## config.mk

```make
export PLATFORM = sky130hd
export DESIGN_NAME = dbp_top
export DESIGN_NICKNAME = d
export VERILOG_FILES = /design/src/common/dbp_pkg.sv /design/src/verilog/dbp_cmp.sv /design/src/verilog/dbp_sync.sv /design/src/verilog/dbp_top.sv
export VERILOG_INCLUDE_DIRS = /design/src /design/src/common
export SDC_FILE = /design/constraint.sdc
export NUM_CORES = 1
export LEC_CHECK = 0
export ABC_AREA = 1
export BUFFER_PORTS_ARGS = -buffer_cell sky130_fd_sc_hd__buf_2
export CORE_UTILIZATION = 45
export CTS_BUF_LIST = sky130_fd_sc_hd__clkbuf_16
export DETAILED_ROUTE_END_ITERATION = 8
export PLACE_DENSITY_LB_ADDON = 0.12
export SLEW_MARGIN = 20
export SYNTH_ARGS = -nofsm -noshare
export SYNTH_HDL_FRONTEND = slang
export SYNTH_SLANG_ARGS = --single-unit
```

## constraint.sdc

```tcl
create_clock -name pclk -period 2.7 [get_ports pclk]
set_input_delay 0.27 -clock pclk [delete_from_list [all_inputs] [get_ports pclk]]
set_output_delay 0.27 -clock pclk [all_outputs]
set_load 0.01 [all_outputs]
```

## src/common/dbp_params.svh

```systemverilog
// Offsets, field positions, reset values and limits of the bus protection block.
// Assumes voltages in units of 0.1 V and currents in whole percent of rated current.
`ifndef DBP_PARAMS_SVH
`define DBP_PARAMS_SVH

// ************************************************************
// Register indices; byte address is four times the index.
// ************************************************************
`define DBP_IDX_UV_THR    12'h600
`define DBP_IDX_OV_THR    12'h601
`define DBP_IDX_OV_METHOD 12'h602
`define DBP_IDX_OC_THR    12'h603
`define DBP_IDX_CTRL      12'h610
`define DBP_IDX_STATE     12'h611
`define DBP_IDX_IRQ_STS   12'h612
`define DBP_IDX_IRQ_MASK  12'h613

// ************************************************************
// Control and interrupt field positions.
// ************************************************************
`define DBP_CTRL_FAULT_RESET 0
`define DBP_CTRL_RESTART_EN  1
`define DBP_CTRL_TORQUE_CT   2
`define DBP_IRQ_UV_RUN       0
`define DBP_IRQ_UV_STOP      1
`define DBP_IRQ_OV_STALL     2
`define DBP_IRQ_OC_STALL     3
`define DBP_IRQ_RESTART      4
`define DBP_IRQ_W            5

// ************************************************************
// Voltage thresholds per class (0.1 V units).
// ************************************************************
`define DBP_UV_DEF_C0  16'h0708
`define DBP_UV_DEF_C1  16'h0e10
`define DBP_UV_DEF_C2  16'h1194
`define DBP_OV_DEF_C0  16'h0ed8
`define DBP_OV_DEF_C1  16'h1db0
`define DBP_OV_DEF_C2  16'h2616
`define DBP_HYST_C0    16'h012c
`define DBP_HYST_C1    16'h0258
`define DBP_HYST_C2    16'h02ee
`define DBP_CT_CAP_C0  16'h0dac
`define DBP_CT_CAP_C1  16'h1b58
`define DBP_CT_CAP_C2  16'h222e
`define DBP_SMART_BAND 16'h00c8
`define DBP_OV_METHOD_DEF 16'h0000

// ************************************************************
// Current limits (percent of rated current).
// ************************************************************
`define DBP_OC_DEF_VT  16'h0078
`define DBP_OC_MAX_VT  16'h0096
`define DBP_OC_MAX_CT  16'h00c8
`define DBP_OC_CAP_CT  16'h00b9

`endif

```

## src/common/dbp_pkg.sv

```systemverilog
// Types shared by the bus protection block.
// Assumes nothing of its surroundings.
package dbp_pkg;
  typedef enum logic [2:0] {
    DBP_CODE_NONE,
    DBP_CODE_UV_ACCEL,
    DBP_CODE_UV_DECEL,
    DBP_CODE_UV_CONST,
    DBP_CODE_UV_STOP
  } dbp_code_e;

  typedef enum logic [1:0] {
    DBP_ST_STOP,
    DBP_ST_RUN,
    DBP_ST_UV_FAULT,
    DBP_ST_UV_STOP
  } dbp_state_e;
endpackage : dbp_pkg

```

## src/verilog/dbp_cmp.sv

```systemverilog
// Unsigned magnitude comparator against a threshold.
// Assumes both operands share a unit and width.
`timescale 1ns/10ps
module dbp_cmp #(
  parameter int W = 17
) (
  // Operands.
  input  wire logic [W-1:0] value,
  input  wire logic [W-1:0] limit,
  // Results.
  output logic              above,
  output logic              below
);
  // Strict compares on both sides; equality gives neither.
  assign above = value > limit;
  assign below = value < limit;
endmodule : dbp_cmp

```

## src/verilog/dbp_sync.sv

```systemverilog
// Two-stage synchroniser for a bus of pin inputs.
// Assumes the pins change slowly against pclk, as sampled measurements do.
`timescale 1ns/10ps
module dbp_sync #(
  parameter int W = 16
) (
  // Clock and reset.
  input  wire logic         pclk,
  input  wire logic         presetn,
  // Raw and synchronised data.
  input  wire logic [W-1:0] d,
  output logic      [W-1:0] q
);
  logic [W-1:0] meta_reg;

  // The first stage feeds only the second.
  always_ff @(posedge pclk or negedge presetn) begin
    if (!presetn) begin
      meta_reg <= '0;
      q        <= '0;
    end else begin
      meta_reg <= d;
      q        <= meta_reg;
    end
  end
endmodule : dbp_sync

```

## src/verilog/dbp_top.sv

```systemverilog
// Bus voltage and output current protection for a motor drive, with an APB slave.
// Assumes measurements arrive on pins and the ramp generator runs on pclk.
//
// What this block does
// - Undervoltage fault when bus voltage falls below programmed threshold; class defaults.
// - Undervoltage while running stops output drive at once; motor coasts.
// - Fault code tells acceleration, deceleration or constant speed at detection.
// - Running undervoltage fault stays latched until an explicit reset command.
// - With restart after power loss enabled, resume automatically after running fault.
// - Undervoltage while stopped gives a notice, never logged to fault history.
// - After stop notice, restart once voltage exceeds threshold plus class margin.
// - Zero over-voltage stall threshold disables over-voltage stall prevention.
// - Nonzero over-voltage stall threshold enables it and is the trip voltage.
// - Stall method field: 0 traditional, 1 smart; resets to 0.
// - Traditional: pause deceleration above threshold, resume once below.
// - Smart: regulate deceleration so bus voltage stays steady without trip.
// - Smart: overvoltage while stopping stretches deceleration until motor stopped.
// - During acceleration, hold frequency while current exceeds threshold.
// - Current threshold percent of rated: VT up to 150, CT up to 200.
// - CT with bus above class voltage caps current threshold at 185 percent.
//
// Local design decision: register access over APB.
`timescale 1ns/10ps
`include "dbp_params.svh"
module dbp_top #(
  parameter int         VW        = 16,
  parameter logic [1:0] VOLT_CLASS = 2'h0
) (
  // Clock and reset.
  input  wire logic                pclk,
  input  wire logic                presetn,
  // APB slave.
  input  wire logic                psel,
  input  wire logic                penable,
  input  wire logic                pwrite,
  input  wire logic [15:0]         paddr,
  input  wire logic [31:0]         pwdata,
  output logic      [31:0]         prdata,
  output logic                     pready,
  output logic                     pslverr,
  // Power stage measurements (pins).
  input  wire logic [VW-1:0]       bus_voltage,
  input  wire logic [15:0]         output_current,
  // Ramp generator status.
  input  wire logic                run_request,
  input  wire logic                ramp_accel,
  input  wire logic                ramp_decel,
  input  wire logic                ramp_decel_to_stop,
  input  wire logic                motor_stopped,
  // Drive and ramp control.
  output logic                     drive_enable,
  output logic                     ramp_hold,
  output logic                     decel_stretch,
  output logic                     auto_restart,
  // Fault reporting.
  output dbp_pkg::dbp_code_e       fault_code,
  output logic                     undervolt_fault,
  output logic                     undervolt_stop_notice,
  output logic                     fault_log_strobe,
  output logic                     irq
);
  import dbp_pkg::*;

  // ************************************************************
  // Class dependent constants.
  // ************************************************************
  localparam logic [15:0] UV_DEF = (VOLT_CLASS == 2'h2) ? `DBP_UV_DEF_C2 :
                                   (VOLT_CLASS == 2'h1) ? `DBP_UV_DEF_C1 : `DBP_UV_DEF_C0;
  localparam logic [15:0] OV_DEF = (VOLT_CLASS == 2'h2) ? `DBP_OV_DEF_C2 :
                                   (VOLT_CLASS == 2'h1) ? `DBP_OV_DEF_C1 : `DBP_OV_DEF_C0;
  localparam logic [15:0] HYST   = (VOLT_CLASS == 2'h2) ? `DBP_HYST_C2 :
                                   (VOLT_CLASS == 2'h1) ? `DBP_HYST_C1 : `DBP_HYST_C0;
  localparam logic [15:0] CT_CAP = (VOLT_CLASS == 2'h2) ? `DBP_CT_CAP_C2 :
                                   (VOLT_CLASS == 2'h1) ? `DBP_CT_CAP_C1 : `DBP_CT_CAP_C0;

  // ************************************************************
  // Registers and nets.
  // ************************************************************
  logic [15:0]          uv_thr_reg;
  logic [15:0]          ov_thr_reg;
  logic [15:0]          ov_method_reg;
  logic [15:0]          oc_thr_reg;
  logic                 restart_en_reg;
  logic                 torque_ct_reg;
  logic [`DBP_IRQ_W-1:0] irq_sts_reg;
  logic [`DBP_IRQ_W-1:0] irq_mask_reg;
  logic [`DBP_IRQ_W-1:0] irq_event;
  dbp_state_e           state_reg;
  dbp_state_e           state_next;
  logic                 stretch_latch_reg;
  logic [VW-1:0]        v_sync;
  logic [15:0]          i_sync;
  logic [16:0]          v_ext;
  logic [16:0]          i_ext;
  logic [16:0]          recover_lvl;
  logic [16:0]          smart_lvl;
  logic [15:0]          oc_eff;
  logic                 uv_below;
  logic                 uv_recover;
  logic                 uv_ok;
  logic                 ov_above;
  logic                 ov_near;
  logic                 ct_high;
  logic                 oc_above;
  logic                 ov_en;
  logic                 smart;
  logic                 ov_hold;
  logic                 oc_hold;
  logic                 apb_wr;
  logic                 apb_setup;
  logic [11:0]          idx;
  logic                 fault_reset;
  logic [1:0]           settle_reg;

  // ************************************************************
  // Measurement input synchronisers.
  // ************************************************************
  dbp_sync #(.W(VW)) u_sync_v (
    .pclk    (pclk),
    .presetn (presetn),
    .d       (bus_voltage),
    .q       (v_sync)
  );

  dbp_sync #(.W(16)) u_sync_i (
    .pclk    (pclk),
    .presetn (presetn),
    .d       (output_current),
    .q       (i_sync)
  );

  // ************************************************************
  // Threshold comparisons.
  // ************************************************************
  // Levels are widened by one bit so that threshold plus margin never wraps.
  assign v_ext       = {1'b0, v_sync};
  assign i_ext       = {1'b0, i_sync};
  assign recover_lvl = {1'b0, uv_thr_reg} + {1'b0, HYST};
  assign smart_lvl   = (ov_thr_reg > `DBP_SMART_BAND) ?
                       {1'b0, ov_thr_reg - `DBP_SMART_BAND} : 17'h00000;
  assign ov_en       = ov_thr_reg != 16'h0000;
  assign smart       = ov_method_reg[0];

  dbp_cmp u_cmp_uv (
    .value (v_ext),
    .limit ({1'b0, uv_thr_reg}),
    .above (),
    .below (uv_below)
  );

  dbp_cmp u_cmp_uv_ok (
    .value (v_ext),
    .limit ({1'b0, uv_thr_reg} - 17'h00001),
    .above (uv_ok),
    .below ()
  );

  dbp_cmp u_cmp_rec (
    .value (v_ext),
    .limit (recover_lvl),
    .above (uv_recover),
    .below ()
  );

  dbp_cmp u_cmp_ov (
    .value (v_ext),
    .limit ({1'b0, ov_thr_reg}),
    .above (ov_above),
    .below ()
  );

  dbp_cmp u_cmp_smart (
    .value (v_ext),
    .limit (smart_lvl),
    .above (ov_near),
    .below ()
  );

  dbp_cmp u_cmp_ct (
    .value (v_ext),
    .limit ({1'b0, CT_CAP}),
    .above (ct_high),
    .below ()
  );

  // Effective current limit: the programmed value clipped to the mode maximum, or to 185 percent in CT with bus above class voltage.
  always_comb begin
    oc_eff = oc_thr_reg;
    if (torque_ct_reg) begin
      if (ct_high && oc_eff > `DBP_OC_CAP_CT) begin
        oc_eff = `DBP_OC_CAP_CT;
      end else if (oc_eff > `DBP_OC_MAX_CT) begin
        oc_eff = `DBP_OC_MAX_CT;
      end
    end else if (oc_eff > `DBP_OC_MAX_VT) begin
      oc_eff = `DBP_OC_MAX_VT;
    end
  end

  dbp_cmp u_cmp_oc (
    .value (i_ext),
    .limit ({1'b0, oc_eff}),
    .above (oc_above),
    .below ()
  );

  // ************************************************************
  // Run state machine.
  // ************************************************************
  assign fault_reset = apb_wr && idx == `DBP_IDX_CTRL && pwdata[`DBP_CTRL_FAULT_RESET];

  // Sync stages read zero just after reset; undervoltage waits two edges.
  always_ff @(posedge pclk or negedge presetn) begin
    if (!presetn) begin
      settle_reg <= 2'h0;
    end else begin
      settle_reg <= {settle_reg[0], 1'b1};
    end
  end

  // Chooses the next run state from the undervoltage comparisons.
  always_comb begin
    state_next = state_reg;
    case (state_reg)
      DBP_ST_STOP: begin
        if (uv_below && settle_reg[1]) begin
          state_next = DBP_ST_UV_STOP;
        end else if (run_request) begin
          state_next = DBP_ST_RUN;
        end
      end
      DBP_ST_RUN: begin
        if (uv_below && settle_reg[1]) begin
          state_next = DBP_ST_UV_FAULT;
        end else if (!run_request) begin
          state_next = DBP_ST_STOP;
        end
      end
      DBP_ST_UV_FAULT: begin
        if (restart_en_reg && uv_ok) begin
          state_next = DBP_ST_RUN;
        end else if (fault_reset) begin
          state_next = DBP_ST_STOP;
        end
      end
      DBP_ST_UV_STOP: begin
        if (uv_recover) begin
          state_next = DBP_ST_STOP;
        end
      end
      default: begin
        state_next = DBP_ST_STOP;
      end
    endcase
  end

  // Holds the run state.
  always_ff @(posedge pclk or negedge presetn) begin
    if (!presetn) begin
      state_reg <= DBP_ST_STOP;
    end else begin
      state_reg <= state_next;
    end
  end

  // Drives the power stage only while running.
  always_ff @(posedge pclk or negedge presetn) begin
    if (!presetn) begin
      drive_enable <= 1'b0;
    end else begin
      drive_enable <= state_next == DBP_ST_RUN;
    end
  end

  // Fault code, fault flags, history strobe and restart pulse.
  always_ff @(posedge pclk or negedge presetn) begin
    if (!presetn) begin
      fault_code            <= DBP_CODE_NONE;
      undervolt_fault       <= 1'b0;
      undervolt_stop_notice <= 1'b0;
      fault_log_strobe      <= 1'b0;
      auto_restart          <= 1'b0;
    end else begin
      fault_log_strobe <= 1'b0;
      auto_restart     <= 1'b0;
      if (state_reg == DBP_ST_RUN && state_next == DBP_ST_UV_FAULT) begin
        undervolt_fault  <= 1'b1;
        fault_log_strobe <= 1'b1;
        if (ramp_accel) begin
          fault_code <= DBP_CODE_UV_ACCEL;
        end else if (ramp_decel) begin
          fault_code <= DBP_CODE_UV_DECEL;
        end else begin
          fault_code <= DBP_CODE_UV_CONST;
        end
      end else if (state_reg == DBP_ST_STOP && state_next == DBP_ST_UV_STOP) begin
        undervolt_stop_notice <= 1'b1;
        fault_code            <= DBP_CODE_UV_STOP;
      end else if (state_reg == DBP_ST_UV_FAULT && state_next != DBP_ST_UV_FAULT) begin
        undervolt_fault <= 1'b0;
        fault_code      <= DBP_CODE_NONE;
        auto_restart    <= state_next == DBP_ST_RUN;
      end else if (state_reg == DBP_ST_UV_STOP && state_next == DBP_ST_STOP) begin
        undervolt_stop_notice <= 1'b0;
        fault_code            <= DBP_CODE_NONE;
        auto_restart          <= 1'b1;
      end
    end
  end

  // ************************************************************
  // Stall prevention.
  // ************************************************************
  // Over-voltage hold: traditional and smart both pause above trip level; near it smart only stretches.
  assign ov_hold = state_reg == DBP_ST_RUN && ramp_decel && ov_en && ov_above;
  assign oc_hold = state_reg == DBP_ST_RUN && ramp_accel && oc_above;

  // Once overvoltage shows while stopping in smart mode, stretch until standstill.
  always_ff @(posedge pclk or negedge presetn) begin
    if (!presetn) begin
      stretch_latch_reg <= 1'b0;
    end else if (motor_stopped || !ramp_decel_to_stop || !smart || !ov_en) begin
      stretch_latch_reg <= 1'b0;
    end else if (ov_above) begin
      stretch_latch_reg <= 1'b1;
    end
  end

  // Ramp hold and stretch outputs, registered on the edge after the compare.
  always_ff @(posedge pclk or negedge presetn) begin
    if (!presetn) begin
      ramp_hold     <= 1'b0;
      decel_stretch <= 1'b0;
    end else begin
      ramp_hold     <= ov_hold || oc_hold;
      decel_stretch <= state_reg == DBP_ST_RUN && ramp_decel && ov_en && smart &&
                       (ov_near || stretch_latch_reg);
    end
  end

  // ************************************************************
  // Interrupts.
  // ************************************************************
  assign irq_event[`DBP_IRQ_UV_RUN]   = state_reg == DBP_ST_RUN && state_next == DBP_ST_UV_FAULT;
  assign irq_event[`DBP_IRQ_UV_STOP]  = state_reg == DBP_ST_STOP && state_next == DBP_ST_UV_STOP;
  assign irq_event[`DBP_IRQ_OV_STALL] = ov_hold && !ramp_hold;
  assign irq_event[`DBP_IRQ_OC_STALL] = oc_hold && !ramp_hold;
  assign irq_event[`DBP_IRQ_RESTART]  = (state_reg == DBP_ST_UV_FAULT && state_next == DBP_ST_RUN) ||
                                        (state_reg == DBP_ST_UV_STOP && state_next == DBP_ST_STOP);

  // Sticky status, write one to clear; a new event wins over the clear.
  always_ff @(posedge pclk or negedge presetn) begin
    if (!presetn) begin
      irq_sts_reg <= '0;
    end else if (apb_wr && idx == `DBP_IDX_IRQ_STS) begin
      irq_sts_reg <= (irq_sts_reg & ~pwdata[`DBP_IRQ_W-1:0]) | irq_event;
    end else begin
      irq_sts_reg <= irq_sts_reg | irq_event;
    end
  end

  // Interrupt level from unmasked status.
  always_ff @(posedge pclk or negedge presetn) begin
    if (!presetn) begin
      irq <= 1'b0;
    end else begin
      irq <= |(irq_sts_reg & irq_mask_reg);
    end
  end

  // ************************************************************
  // APB slave.
  // ************************************************************
  assign idx       = paddr[13:2];
  assign apb_setup = psel && !penable;
  assign apb_wr    = psel && penable && pready && pwrite && !pslverr;

  // Writable registers; updates land at the access edge.
  always_ff @(posedge pclk or negedge presetn) begin
    if (!presetn) begin
      uv_thr_reg     <= UV_DEF;
      ov_thr_reg     <= OV_DEF;
      ov_method_reg  <= `DBP_OV_METHOD_DEF;
      oc_thr_reg     <= `DBP_OC_DEF_VT;
      restart_en_reg <= 1'b0;
      torque_ct_reg  <= 1'b0;
      irq_mask_reg   <= '0;
    end else if (apb_wr) begin
      case (idx)
        `DBP_IDX_UV_THR:    uv_thr_reg    <= pwdata[15:0];
        `DBP_IDX_OV_THR:    ov_thr_reg    <= pwdata[15:0];
        `DBP_IDX_OV_METHOD: ov_method_reg <= {15'h0000, pwdata[0]};
        `DBP_IDX_OC_THR:    oc_thr_reg    <= pwdata[15:0];
        `DBP_IDX_CTRL: begin
          restart_en_reg <= pwdata[`DBP_CTRL_RESTART_EN];
          torque_ct_reg  <= pwdata[`DBP_CTRL_TORQUE_CT];
        end
        `DBP_IDX_IRQ_MASK:  irq_mask_reg  <= pwdata[`DBP_IRQ_W-1:0];
        default: begin
        end
      endcase
    end
  end

  // Ready, error and read data are prepared in the setup cycle.
  always_ff @(posedge pclk or negedge presetn) begin
    if (!presetn) begin
      pready  <= 1'b0;
      pslverr <= 1'b0;
      prdata  <= 32'h00000000;
    end else begin
      pready  <= apb_setup;
      pslverr <= 1'b0;
      prdata  <= 32'h00000000;
      if (apb_setup) begin
        case (idx)
          `DBP_IDX_UV_THR:    prdata <= {16'h0000, uv_thr_reg};
          `DBP_IDX_OV_THR:    prdata <= {16'h0000, ov_thr_reg};
          `DBP_IDX_OV_METHOD: prdata <= {16'h0000, ov_method_reg};
          `DBP_IDX_OC_THR:    prdata <= {16'h0000, oc_thr_reg};
          `DBP_IDX_CTRL:      prdata <= {29'h00000000, torque_ct_reg, restart_en_reg, 1'b0};
          `DBP_IDX_STATE:     prdata <= {23'h000000, stretch_latch_reg, ramp_hold,
                                         state_reg, fault_code, undervolt_stop_notice,
                                         undervolt_fault};
          `DBP_IDX_IRQ_STS:   prdata <= {27'h0000000, irq_sts_reg};
          `DBP_IDX_IRQ_MASK:  prdata <= {27'h0000000, irq_mask_reg};
          default:            pslverr <= 1'b1;
        endcase
        if (paddr[15:14] != 2'h0 || paddr[1:0] != 2'h0) begin
          pslverr <= 1'b1;
        end
      end
    end
  end
endmodule : dbp_top
```

==> flow_summary.yaml <==
status:
  status: "finished with violations"
  violations: "negative setup slack"
global_routing:
  grt_pass1_vias: 7848
  grt_max_degree: 68
  antenna_found_initial: 0
  grtUsageMet1: 0.376
  grt_pass1_wl_mm: 41.4
  grtUsageMet2: 0.414
  grt_overflow: 0
  use_met3: 0.0467
  globalRoute.busiestLayer: "met2"
  grt_use_total: 0.269
job:
  drv_cap: 0
logic_synthesis:
  synth_cell_types: 53
  synth_edf_count: 0
  synth_area_leader_cell: "dfrtp_1"
  netlist_instances: 1039
  synthTopCellsByCount: "191 x nand2_1, 144 x dfrtp_1, 121 x inv_1, 98 x ha_1, 79 x o21ai_0"
  netlist.area_leader.share: 0.399
  synth_area_leaders: "dfrtp_1 40%, ha_1 14%, nand2_1 7.9%"
  yosysWarnings: 0
  synth_area_per_cell_sq_um: 8.68
  ys_seq_area_frac: 0.443
  synth_ff_type: "dfrtp_1"
  synth.cell_area_sq_mm: 0.00902
  ys_ff_latch: 159
  ys_async_sr_fraction: 1.00
  yosysMostFrequentCell: "nand2_1"
finish:
  final-seq-area_sq_mm: 0.00400
  fill_cells: 1692
  antennaDiodeCount: 0
  fin_nets: 1538
  area_delta_synth_final_pct: 37.7
  multi_input_area_sq_mm: 0.00486
  final_util: 0.636
  drive_gt1_frac: 0.306
critical_path:
  crit_arrival_ns: 3.51
  critical_path_class: "reg2reg"
  crit_fanout: 4
  cp-end-kind: "flip-flop"
  ff2ff_path_depth: 20
  critPathLaunchType: "flip-flop"
  critical_path_required_ns: 3.08
worst_hold_path:
  min-delay-path-class: "in2reg"
  hold_path_depth: 2
power_and_ir_drop:
  fin_total_pwr_mw: 5.88
  p_leak_nw: 6.17
  peakVddDrop_uv: 391
  powerDensity_mw_per_mm2: 473
timing:
  fmax_mhz: 319
  final.min_clock_period_ns: 3.13
  worst_slew_pin_slew_ns: 0.659
  min_period_over_period: 1.16
  rsz0062_at_grt: "yes"
  finalMaxSlewViolations: 0
  setup_viol: 13
  fin_skew_ns: 0.0193
  hold_violations: 0
  slew_headroom: 0.560
  fin_ws_ns: -0.433
floorplan:
  core_sq_mm: 0.0195
  initial_core_util: 0.462
  die_area_sq_mm: 0.0206
  rows: 51
  fp.dieH_um: 144
  ios: 135
  die_w_um: 144
routing:
  drt-total-wl_mm: 26.5
  vias: 8266
  drt-initial-drc-count: 579
  first_pass_iters: 7
  drcViolationCount: 0
  ant_nets: 0
  vias_per_cell: 5.08
  post_drt_wl_per_cell_um: 16.3
clock_network:
  clock_sinks: 159
  htreeDepth: 4
  cts_max_path_buffers: 2
  clock-root-buffer: "clkbuf_16"
  cts_tree: "done"
  clk_pin_slew_worst_paths_ns: 0.07
  insertion_delay_ns: 0.44
  cts_buffers: 17
place:
  io_buffers: 102
  dp_hpwl_mm: 20.1
  gp_congestion: 0.908
power breakdown:
part           internal (mW)  total [mW]  switching (mW)
sequential              2.50        2.58          0.0775
combinational          0.358       0.832           0.474
clock                   1.26        2.47            1.20
total                   4.12        5.88            1.76
cells by family after synthesis:
group,synth area share
mux,0.00125
buf+inv,0.0764
simple gates,0.187
compound gates,0.134
other cells,0.000832
fa+ha+maj,0.136
xor+xnor,0.0214
flops,0.443
stage by stage:
stage	area [sq um]	worst slack (ns)	std cells	TNS [ns]	hold slack (ns)
finish	12400	-0.433	1628	-4.10	0.0993
global route	12400	-0.624	1628	-6.44	0.0935
CTS	12100	-0.436	1622	-3.77	0.0852
detailed placement	10900	-0.542	1544	-5.24	0.310
global placement	10900	-0.485	1544	-4.47	0.312
floorplan	9150	-0.136	1062	-0.578	-0.0256
cell type report:
cell class / instances / area share
Tap cell: 265 / 0.0267
Inverter: 131 / 0.0398
Clock inverter: 15 / 0.0146
Sequential cell: 159 / 0.322
Timing Repair Buffer: 301 / 0.171
Multi-Input combinational cell: 740 / 0.392
Clock buffer: 17 / 0.0343
repair_timing:
item,CTS,global route
resized for setup,43,58
setup buffers,14,6
pin swaps,22,50
setup endpoints to repair,13,15
endpoints found under the hold margin,86,0
hold buffers,33,0
final timing paths:
path | startpoint | endpoint | slack [ns]
max in group asynchronous | presetn | prdata[10] | 1.49
min | penable | pready | 0.1
max reg2reg | uv_thr_reg[3] | fault_code[0] | -0.43
min reg2reg | u_sync_i.meta_reg[6] | u_sync_i.q[6] | 0.34
min in group asynchronous | presetn | u_sync_v.q[2] | 0.40
max | uv_thr_reg[3] | fault_code[0] | -0.43
layout by cell type (no fill, tap or decap), types with 11 or more instances in the layout:
cell type        n
inv_2           14
o21ai_1         19
conb_1          25
dfrtp_1        144
ha_1            92
dfstp_2         15
clkbuf_16       17
nand2_1        179
nand3_2         11
buf_4          160
o21ai_0         72
a21oi_1         50
xor2_1          21
nor2_1          69
nand4_1         23
dlygate4sd3_1   33
buf_2          101
nor3_1          14
nand2_2         11
nand3_1         29
inv_1          113
critical path, cell delays in order (launching register included):
cell and delay (ns):
dfstp_2 0.58, inv_4 0.06, ha_4 0.18, o21ai_4 0.13, nand3_2 0.12, a21oi_2 0.20
nand3_1 0.12, xor2_1 0.17, ha_1 0.30, and3_4 0.18, nand3b_1 0.07, nor2_1 0.04
a31oi_1 0.19, nand2_2 0.14, nand2_4 0.12, nand3_4 0.08, nor2_4 0.11, nand2_2 0.07
nand2_4 0.08, nand4_1 0.09, nand2_1 0.07
per-layer routing:
metal  part of all wire  up-vias
li1                   -     4102
met1               0.46     3849
met2               0.45      276
met3              0.060       39
met4              0.031        0
met5                  0        -
Note: power is estimated with default switching activity, not from simulation.
